**src/verilog/dsp_pkg.sv**
```systemverilog
// Package: constants and types of the dual style host bus port
package dsp_pkg;
  // ==========================================================================
  // Bus style and access decode
  localparam logic       STYLE_STROBE    = 1'b0;
  localparam logic       STYLE_ENABLE    = 1'b1;
  localparam int         DATA_W          = 8;
  localparam logic [7:0] STATUS_RST      = 8'h00;
  localparam logic [7:0] RD_DATA_RST     = 8'h00;
  // ==========================================================================
  // Panel scan geometry
  localparam int         ROWS            = 128;
  localparam int         COLS            = 240;
  localparam int         STATUS_BUSY_BIT = 6;
  localparam int         STATUS_WIN_BIT  = 7;
  // ==========================================================================
  // Timing
  localparam int         CLK_MHZ         = 100;
  localparam int         READY_LEAD_NS   = 3500;
  localparam int         READY_LEAD_CYC  = (READY_LEAD_NS * CLK_MHZ) / 1000;
  localparam int         WINDOW_CYC      = 2 * READY_LEAD_CYC;
  localparam int         CNT_W           = 16;
  typedef enum logic [2:0] {
    DSP_IDLE  = 3'b001,
    DSP_READ  = 3'b010,
    DSP_WRITE = 3'b100
  } dsp_acc_t;
  typedef enum logic [1:0] {
    DSP_SCAN = 2'b01,
    DSP_WIN  = 2'b10
  } dsp_scan_t;
endpackage

```
**src/verilog/dsp_if.sv**
```systemverilog
// Interface: access events from host decoder to the scan engine
interface dsp_if;
  logic       wr_data;
  logic       wr_cmd;
  logic [7:0] wr_byte;
  logic       win;
  logic       busy;
  modport host (output wr_data, output wr_cmd, output wr_byte, input win, input busy);
  modport scan (input wr_data, input wr_cmd, input wr_byte, output win, output busy);
endinterface

```
**src/verilog/dsp_port.sv**
```systemverilog
// Module: dual style eight bit host port with panel scan
module dsp_port
  import dsp_pkg::*;
(
  input  wire logic       clk,
  input  wire logic       rst_n,
  input  wire logic       controller_clear_n,
  input  wire logic       bus_style_select,
  input  wire logic       chip_select_n,
  input  wire logic       read_enable,
  input  wire logic       write_direction,
  input  wire logic       register_select,
  input  wire logic       self_check_pin,
  input  wire logic [7:0] host_data_bus_in,
  output logic      [7:0] host_data_bus_out,
  output logic            host_data_bus_oe_n,
  output logic            ready,
  output logic            row_strobe,
  output logic      [7:0] last_data,
  output logic      [7:0] last_cmd
);
  // ==========================================================================
  // Input synchronisers, pulled-up pins arrive as high when left open
  logic [5:0] s1_ff;
  logic [5:0] s2_ff;
  logic [7:0] d1_ff;
  logic [7:0] d2_ff;
  wire  [5:0] pin_raw = {controller_clear_n, bus_style_select, chip_select_n,
                         read_enable, write_direction, register_select};
  always_ff @(posedge clk or negedge rst_n) begin
    if (!rst_n) begin
      s1_ff <= 6'h3f;
      s2_ff <= 6'h3f;
      d1_ff <= 8'h00;
      d2_ff <= 8'h00;
    end else begin
      s1_ff <= pin_raw;
      s2_ff <= s1_ff;
      d1_ff <= host_data_bus_in;
      d2_ff <= d1_ff;
    end
  end
  wire clr_n_s = s2_ff[5];
  wire style_s = s2_ff[4];
  wire cs_n_s  = s2_ff[3];
  wire rde_s   = s2_ff[2];
  wire wrd_s   = s2_ff[1];
  wire rs_s    = s2_ff[0];
  // ==========================================================================
  // Style latch: caught once after release, since the pin is meant to be static
  logic style_ff;
  logic style_vld_ff;
  logic [1:0] settle_ff;
  always_ff @(posedge clk or negedge rst_n) begin
    if (!rst_n) begin
      style_ff     <= STYLE_STROBE;
      style_vld_ff <= 1'b0;
      settle_ff    <= 2'b00;
    end else if (!style_vld_ff) begin
      settle_ff <= settle_ff + 2'b01;
      if (settle_ff == 2'b11) begin
        style_ff     <= style_s;
        style_vld_ff <= 1'b1;
      end
    end
  end
  // ==========================================================================
  // Access decode, chip select gates both styles
  wire sel      = !cs_n_s && style_vld_ff && clr_n_s;
  wire rd_strb  = !rde_s;
  wire wr_strb  = !wrd_s;
  wire en_rd    = rde_s && wrd_s;
  wire en_wr    = rde_s && !wrd_s;
  wire rd_act   = sel && ((style_ff == STYLE_STROBE) ? (rd_strb && !wr_strb) : en_rd);
  wire wr_act   = sel && ((style_ff == STYLE_STROBE) ? (wr_strb && !rd_strb) : en_wr);
  // ==========================================================================
  // Access machine: one event per strobe, taken at the strobe's leading edge
  dsp_if      acc ();
  dsp_acc_t   st_ff;
  dsp_acc_t   nxt_st;
  logic [7:0] cmd_ff;
  logic [7:0] dat_ff;
  logic [7:0] out_ff;
  logic       oe_n_ff;
  always_comb begin
    nxt_st = st_ff;
    unique case (st_ff)
      DSP_IDLE:  nxt_st = rd_act ? DSP_READ : (wr_act ? DSP_WRITE : DSP_IDLE);
      DSP_READ:  nxt_st = rd_act ? DSP_READ : DSP_IDLE;
      DSP_WRITE: nxt_st = wr_act ? DSP_WRITE : DSP_IDLE;
      default:   nxt_st = DSP_IDLE;
    endcase
  end
  wire       wr_fire   = (st_ff == DSP_IDLE) && (nxt_st == DSP_WRITE);
  assign acc.wr_data   = wr_fire && !rs_s;
  assign acc.wr_cmd    = wr_fire && rs_s;
  assign acc.wr_byte   = d2_ff;
  wire [7:0] status_w  = {acc.win, acc.busy, 6'h00};
  wire [7:0] rd_word   = rs_s ? dat_ff : status_w;
  always_ff @(posedge clk or negedge rst_n) begin
    if (!rst_n) begin
      st_ff   <= DSP_IDLE;
      cmd_ff  <= 8'h00;
      dat_ff  <= RD_DATA_RST;
      out_ff  <= STATUS_RST;
      oe_n_ff <= 1'b1;
    end else if (!clr_n_s) begin
      st_ff   <= DSP_IDLE;
      cmd_ff  <= 8'h00;
      dat_ff  <= RD_DATA_RST;
      out_ff  <= STATUS_RST;
      oe_n_ff <= 1'b1;
    end else begin
      st_ff   <= nxt_st;
      oe_n_ff <= !(nxt_st == DSP_READ);
      if (nxt_st == DSP_READ) begin
        out_ff <= rd_word;
      end
      if (acc.wr_cmd) begin
        cmd_ff <= acc.wr_byte;
      end
      if (acc.wr_data) begin
        dat_ff <= acc.wr_byte;
      end
    end
  end
  assign host_data_bus_out  = out_ff;
  assign host_data_bus_oe_n = oe_n_ff;
  assign last_data          = dat_ff;
  assign last_cmd           = cmd_ff;
  dsp_scan u_scan (
    .clk           (clk),
    .rst_n         (rst_n),
    .acc           (acc.scan),
    .ready_ff      (ready),
    .row_strobe_ff (row_strobe)
  );
endmodule

```
**src/verilog/dsp_scan.sv**
```systemverilog
// Module: row by row panel refresh and ready window
module dsp_scan
  import dsp_pkg::*;
#(
  parameter int ROWS_P = ROWS,
  parameter int COLS_P = COLS
) (
  input  wire logic clk,
  input  wire logic rst_n,
  dsp_if.scan       acc,
  output logic      ready_ff,
  output logic      row_strobe_ff
);
  // ==========================================================================
  // Counters
  dsp_scan_t        st_ff;
  logic [CNT_W-1:0] col_ff;
  logic [CNT_W-1:0] row_ff;
  logic [CNT_W-1:0] win_ff;
  wire              last_col = (col_ff == CNT_W'(COLS_P - 1));
  wire              last_row = (row_ff == CNT_W'(ROWS_P - 1));
  wire              win_end  = (win_ff == CNT_W'(WINDOW_CYC - 1));
  wire              lead_hit = (win_ff == CNT_W'(WINDOW_CYC - READY_LEAD_CYC - 1));
  assign acc.win  = (st_ff == DSP_WIN);
  assign acc.busy = (st_ff == DSP_SCAN);
  always_ff @(posedge clk or negedge rst_n) begin
    if (!rst_n) begin
      st_ff         <= DSP_SCAN;
      col_ff        <= '0;
      row_ff        <= '0;
      win_ff        <= '0;
      ready_ff      <= 1'b0;
      row_strobe_ff <= 1'b0;
    end else begin
      row_strobe_ff <= 1'b0;
      unique case (st_ff)
        DSP_SCAN: begin
          col_ff <= last_col ? '0 : col_ff + 1'b1;
          if (last_col) begin
            row_strobe_ff <= 1'b1;
            row_ff        <= last_row ? '0 : row_ff + 1'b1;
            if (last_row) begin
              st_ff    <= DSP_WIN;
              ready_ff <= 1'b1;
              win_ff   <= '0;
            end
          end
        end
        DSP_WIN: begin
          win_ff <= win_ff + 1'b1;
          // Low well before first row, so the host stops in time
          if (lead_hit) begin
            ready_ff <= 1'b0;
          end
          if (win_end) begin
            st_ff <= DSP_SCAN;
          end
        end
      endcase
    end
  end
endmodule
```
**config.mk**
```make
export PLATFORM = sky130hd
export DESIGN_NAME = dsp_port
export DESIGN_NICKNAME = d
export VERILOG_FILES = /design/src/verilog/dsp_pkg.sv /design/src/verilog/dsp_if.sv /design/src/verilog/dsp_port.sv /design/src/verilog/dsp_scan.sv
export SDC_FILE = /design/constraint.sdc
export NUM_CORES = 1
export LEC_CHECK = 0
export ABC_AREA = 1
export BUFFER_PORTS_ARGS = -buffer_cell sky130_fd_sc_hd__buf_4
export CAP_MARGIN = 20
export CELL_PAD_IN_SITES_DETAIL_PLACEMENT = 1
export CELL_PAD_IN_SITES_GLOBAL_PLACEMENT = 2
export CORE_MARGIN = 10
export CORE_UTILIZATION = 36
export DETAILED_ROUTE_END_ITERATION = 12
export PLACE_DENSITY_LB_ADDON = 0.1
export SLEW_MARGIN = 10
export SYNTH_ARGS = -nofsm -noshare
export SYNTH_HDL_FRONTEND = slang
export SYNTH_SLANG_ARGS = --single-unit
```
**constraint.sdc**
```tcl
create_clock -name clk -period 1.8 [get_ports clk]
set_input_delay 0.09 -clock clk [delete_from_list [all_inputs] [get_ports clk]]
set_output_delay 0.09 -clock clk [all_outputs]
set_load 0.005 [all_outputs]
```
==> Word level (Yosys, flattened, before mapping) <==
Cells that the tools add are included.
{ "totals": {"word_cells": 93, "register_bits": 112} }
{ "classes": {"n_eq_ne": 19, "muxes": 31, "n_reduce_logical": 20, "n_bitwise": 1, "n_addsub": 4} }
{ "ops": {"columns": ["operator", "count"], "rows": [
  ["two-way mux 16 bit", 4],
  ["two-way mux 8 bit", 7],
  ["adder 16 x 1 -> 16 bit (second input constant)", 3],
  ["one-hot mux 16 bit (2 select lines)", 1],
  ["== test 16 x 10 -> 1 bit (second input constant)", 1],
  ["== test 16 x 7 -> 1 bit (second input constant)", 1],
  ["== test 16 x 8 -> 1 bit (second input constant)", 1],
  ["== test 16 x 9 -> 1 bit (second input constant)", 1],
  ["!= test 2 x 1 -> 1 bit (second input constant)", 7],
  ["logical AND 1 bit", 10],
  ["two-way mux 1 bit", 9],
  ["two-way mux 3 bit", 3],
  ["one-hot mux 3 bit (3 select lines)", 1],
  ["two-way mux 2 bit", 4],
  ["== test 3 x 2 -> 1 bit (second input constant)", 2],
  ["== test 3 bit (second input constant)", 2],
  ["AND reduction 2 bit", 3],
  ["AND reduction 3 bit", 2],
  ["zero test 1 bit", 5],
  ["== test 2 bit (second input constant)", 2],
  ["one-hot mux 2 bit (2 select lines)", 1],
  ["== test 3 x 1 -> 1 bit (second input constant)", 1],
  ["adder 2 x 1 -> 2 bit (second input constant)", 1],
  ["== test 2 x 1 -> 1 bit (second input constant)", 1],
  ["other kinds (2)", 2]
]} }

==> Logic depth before layout (Yosys ltp) <==
{ "depth": {"word_depth": 12, "depth_mapped": 11, "depth_no_buf": 10} }

==> Cells and area by module <==
Synthesis repeated with hierarchy kept, for this count alone.
{ "unflattened": {"hier_cells": 605, "area_unflattened_um2": 5217.5} }
{ "modules_own_cells": {"columns": ["mod", "cells_each", "area_per_inst_um2", "n_inst"], "rows": [
  ["dsp_scan", 430, 3083.0, 1],
  ["dsp_port", 175, 2134.5, 1]
]} }

==> Worst setup path before layout <==
Ideal clock, no wire load.
{ "synth_path": {"path_kind": "register to register", "start": "reg s2_ff[5]", "end": "reg cmd_ff[5] (netlist: last_cmd[5])", "arrival_ns": 1.339, "path_stages_with_launch": 8, "setup_slack_ns": 0.338, "path_cell_list": "dfstp_2 -> buf_2 -> nand3b_2 -> nor3_4 -> nand3_2 -> buf_2 -> nand3_1 -> o21ai_1"} }
{ "synth_via": {"elab_chain_len": 9, "word_cells_on_any_way": 12} }
{ "synth_rtl": {"columns": ["element", "line", "rtl"], "rows": [
  ["start, declared", "dsp_port.sv:25", "logic [5:0] s2_ff;"],
  ["start signal, assigned", "dsp_port.sv:33", "s2_ff <= 6'h3f;"],
  ["start signal, assigned", "dsp_port.sv:38", "s2_ff <= s1_ff;"],
  ["logical AND 1 bit", "dsp_port.sv:69", "wire sel = !cs_n_s && style_vld_ff && clr_n_s;"],
  ["logical AND 1 bit", "dsp_port.sv:75", "wire wr_act = sel && ((style_ff == STYLE_STROBE) ? (wr_strb && !rd_strb) : en_wr);"],
  ["two-way mux 3 bit", "dsp_port.sv:88, dsp_port.sv:90", null],
  ["two-way mux 3 bit", "dsp_port.sv:88", "DSP_IDLE: nxt_st = rd_act ? DSP_READ : (wr_act ? DSP_WRITE : DSP_IDLE);"],
  ["one-hot mux 3 bit (3 select lines)", "dsp_port.sv:87", "unique case (st_ff)"],
  ["== test 3 bit", "dsp_port.sv:94", "wire wr_fire = (st_ff == DSP_IDLE) && (nxt_st == DSP_WRITE);"],
  ["logical AND 1 bit", "dsp_port.sv:94", null],
  ["logical AND 1 bit", "dsp_port.sv:96", "assign acc.wr_cmd = wr_fire && rs_s;"],
  ["!= test 2 x 1 -> 1 bit (no line)", null, null],
  ["end signal, assigned", "dsp_port.sv:120", "cmd_ff <= acc.wr_byte;"],
  ["end, declared", "dsp_port.sv:81", "logic [7:0] cmd_ff;"]
]} }
Parallel ways exist; a longest one is shown, timed or not.
A chain may end at the register's enable or synchronous reset.

==> Final worst setup path <==
{ "layout_path": {"start": "reg u_scan.col_ff[0]", "end": "reg u_scan.row_ff[12]"} }
{ "layout_via": {"elab_chain_len": 2} }
{ "layout_rtl": {"columns": ["element", "line", "rtl"], "rows": [
  ["start, declared", "dsp_scan.sv:17", "logic [CNT_W-1:0] col_ff;"],
  ["start signal, assigned", "dsp_scan.sv:38", "col_ff <= last_col ? '0 : col_ff + 1'b1;"],
  ["== test 16 x 8 -> 1 bit", "dsp_scan.sv:20", "wire last_col = (col_ff == CNT_W'(COLS_P - 1));"],
  ["AND reduction 2 bit (no line)", null, null],
  ["end signal, assigned", "dsp_scan.sv:41", "row_ff <= last_row ? '0 : row_ff + 1'b1;"],
  ["end, declared", "dsp_scan.sv:18", "logic [CNT_W-1:0] row_ff;"]
]} }
Every way passes these cells.

==> run metrics <==
pwr dens 750 nW/µm²; Slowest-stage cell, CP dfrtp_1; GRT met2 Usage 23.8%; Synth warnings 0; Top cell by count, worst path nand2_2; worst-case vdd ir drop 481 µV; CTS max path bufs 2; Top Ports 44; final period utilization 91.3%; Hold Path Class input pin to asynchronous set/reset pin; critical path peak fanout 20; post-route antenna net violation count 0; setup bufs post-CTS 0; DRT Pass-1 Iters 4; DP Wirelength 9910 µm; GP Congestion 0.807; Primary FF master, synth dfrtp_1; cell family with most CP delay simple AND/OR/NAND/NOR gates; RSZ-0062 raised after global routing false; maxcap violations 0; setup TNS 0 ns; synth top area cells dfrtp_1 46%, nand2_1 11%, dfstp_2 7.4%, nand3_1 6.9%, nor2_1 4.2%; fmax 0.609 GHz; syn avg cell area 8.54 µm²; Total GRT Usage 14.2%; Synth top cells by count 157 x nand2_1, 97 x dfrtp_1, 73 x nand3_1; area of the multi-input gates 2180 µm²; Port-buffer cells 42; layer carrying the most global-route usage met2; Startpoint Class flop; LEAKAGE 0.00296 µW; die area 20,000 µm²; layout net count 706; Cells after Synth 620; Relative slew margins 66.0%; CORE AREA 14,500 µm²; Root Driver clkbuf_16; CTS tree built; synthesized net count 642; vias 4,343; fillcell total 1,727; Num CTS Buffers 9; Worst R2R Setup Slack 0.16 ns; status completed; met3 global-route usage 3.70%; number of synthesized flops with an enable pin 0; Initial Utilization 36.6%; Synth top area share 45.9%; top-count cell post-synth nand2_1; synthesized flop and latch total 112; CP bufs+invs 3; Worst Path Arrival 1.88 ns; post-synth top area cell dfrtp_1; Layout area overhead 19.5%; CP endpoint kind flop; setup violators final 0; actual slew at the worst max-slew pin 0.511 ns; die height 141 µm; Storage cell area 2820 µm²; r2r startpoint u_scan.col_ff[0]; number of global-route vias before repair 4,718; Row Count 44; Critical Path, Cell by Cell ha_2, nand2_2, inv_2, nand2_2, nor2_2, nand2_2, nor2_4, inv_2, buf_12, nand2_1, o21ai_2; chip width 141 µm; RR Endpoint u_scan.row_ff[12]; htree depth 3; ANT cells 0; CP Class flop to flop; WL per Instance 15.6 µm; share of cells above drive strength 1 18.3%; CP peak stage delay 0.41 ns; Async SR Flop Fraction 100%; worst path required time 2.04 ns; total congestion overflow 0; fin util 43.7%; Mapped Area 5290 µm²; DRC Markers 0; largest net degree at the start of global routing 42; CTS clk-pin slew, worst paths 0.08 ns; Final Hold Vio Count 0; grt met1 use 18.0%; first-pass GRT wire length 23,500 µm; clk_skew 0.0116 ns; DR iter-0 viols 190; Slew Viols, Final 0; fin crit period 1.64 ns; vias per cell 4.97; antenna violations before repair 0; path depth of the worst reg2reg path 11; clock sink count 112; register area share after synthesis 53.3%; clk_lat worst skew 0.36 ns; Netlist cell types 36; WL final 13,700 µm
-- metrics by stage --
step	power [µW]	instance area, µm²	cells	hold slack, ns	setup slack [ns]
floorplan	2680	5290	620	-0.206	0.338
CTS	4830	6300	873	0.252	0.110
global placement	2790	5860	842	0.0837	0.200
global route	4940	6320	873	0.274	0.00979
finish	4750	6320	873	0.248	0.157
detailed placement	2800	5860	842	0.0906	0.149
-- state kept, by name, indices dropped and copies added, names as in the netlist, 2 cells and up --
| register | flops |
|---|---|
| acc.wr_byte | 8 |
| u_scan.row_ff | 16 |
| st_ff | 3 |
| d1_ff | 8 |
| settle_ff | 2 |
| last_cmd | 8 |
| s1_ff | 6 |
| host_data_bus_out | 8 |
| u_scan.st_ff | 2 |
| u_scan.col_ff | 16 |
| u_scan.win_ff | 16 |
| s2_ff | 6 |
| last_data | 8 |
-- metal layers --
layer / up-vias / share of wire, %
met1: 2141 / 48
met3: 10 / 3.7
met5: - / 0
met4: 0 / 0.94
li1: 2139 / -
met2: 53 / 48
-- worst max path at each step --
stage | start | end | slack (ns) | depth (start not counted)
detailed placement | u_scan.col_ff[0] | u_scan.win_ff[0] | 0.15 | 10
finish | u_scan.col_ff[0] | u_scan.row_ff[12] | 0.16 | 11
CTS | u_scan.col_ff[0] | u_scan.st_ff[0] | 0.11 | 10
global route | u_scan.win_ff[0] | u_scan.win_ff[10] | 0.01 | 9
floorplan | s2_ff[5] | last_cmd[5] | 0.34 | 7
global placement | u_scan.col_ff[0] | u_scan.st_ff[0] | 0.20 | 10
-- power by group --
group | internal [µW] | switching [µW]
clock | 1060 | 917
combinational | 72.9 | 106
sequential | 2570 | 21.4
-- kinds of logic after synthesis --
kind of cell               count (synthesis)  synth area share (%)
AOI/OAI and AO/OA                         64                  6.88
xor gates and xnor gates                  15                  2.48
adders and majority gates                  5                  1.18
buffers and inverters                     74                  5.89
DFF                                      112                  53.3
and+or+nand+nor                          350                  30.3
-- placed cells by master, fill, tap and decap left out, types with 3 or more instances in the layout --
cell type        n
nor2_2           3
nand4_1         16
a21oi_1          7
nor3_2           4
nand2_2          8
clkbuf_16        9
buf_4           49
o21ai_2          8
o21bai_1         4
xnor2_1          3
dlygate4sd3_1   15
inv_1           53
o21ai_1         21
inv_2            7
nand3_1         73
clkbuf_8         3
o21ai_0         22
nand2_1        157
dfrtp_1         97
ha_1             4
dfstp_2         15
nor2_1          59
xor2_1          12
buf_12           3
or2_2            3
nor3_1          13
nand3_2          5
-- layout make-up --
cell class / count / share of cell area, %
Clock buffer: 14 / 4.33
Clock inverter: 2 / 0.218
Inverter: 60 / 3.56
Multi-Input combinational cell: 434 / 34.5
Sequential cell: 112 / 44.6
Tap cell: 184 / 3.64
Timing Repair Buffer: 67 / 9.14
-- repair_timing --
action,in CTS,in global routing
setup endpoints to repair,0,11
resized for setup,0,4
hold buffers,15,0
hold endpoints to repair,36,0
Note: power is estimated with default switching activity, not from simulation.
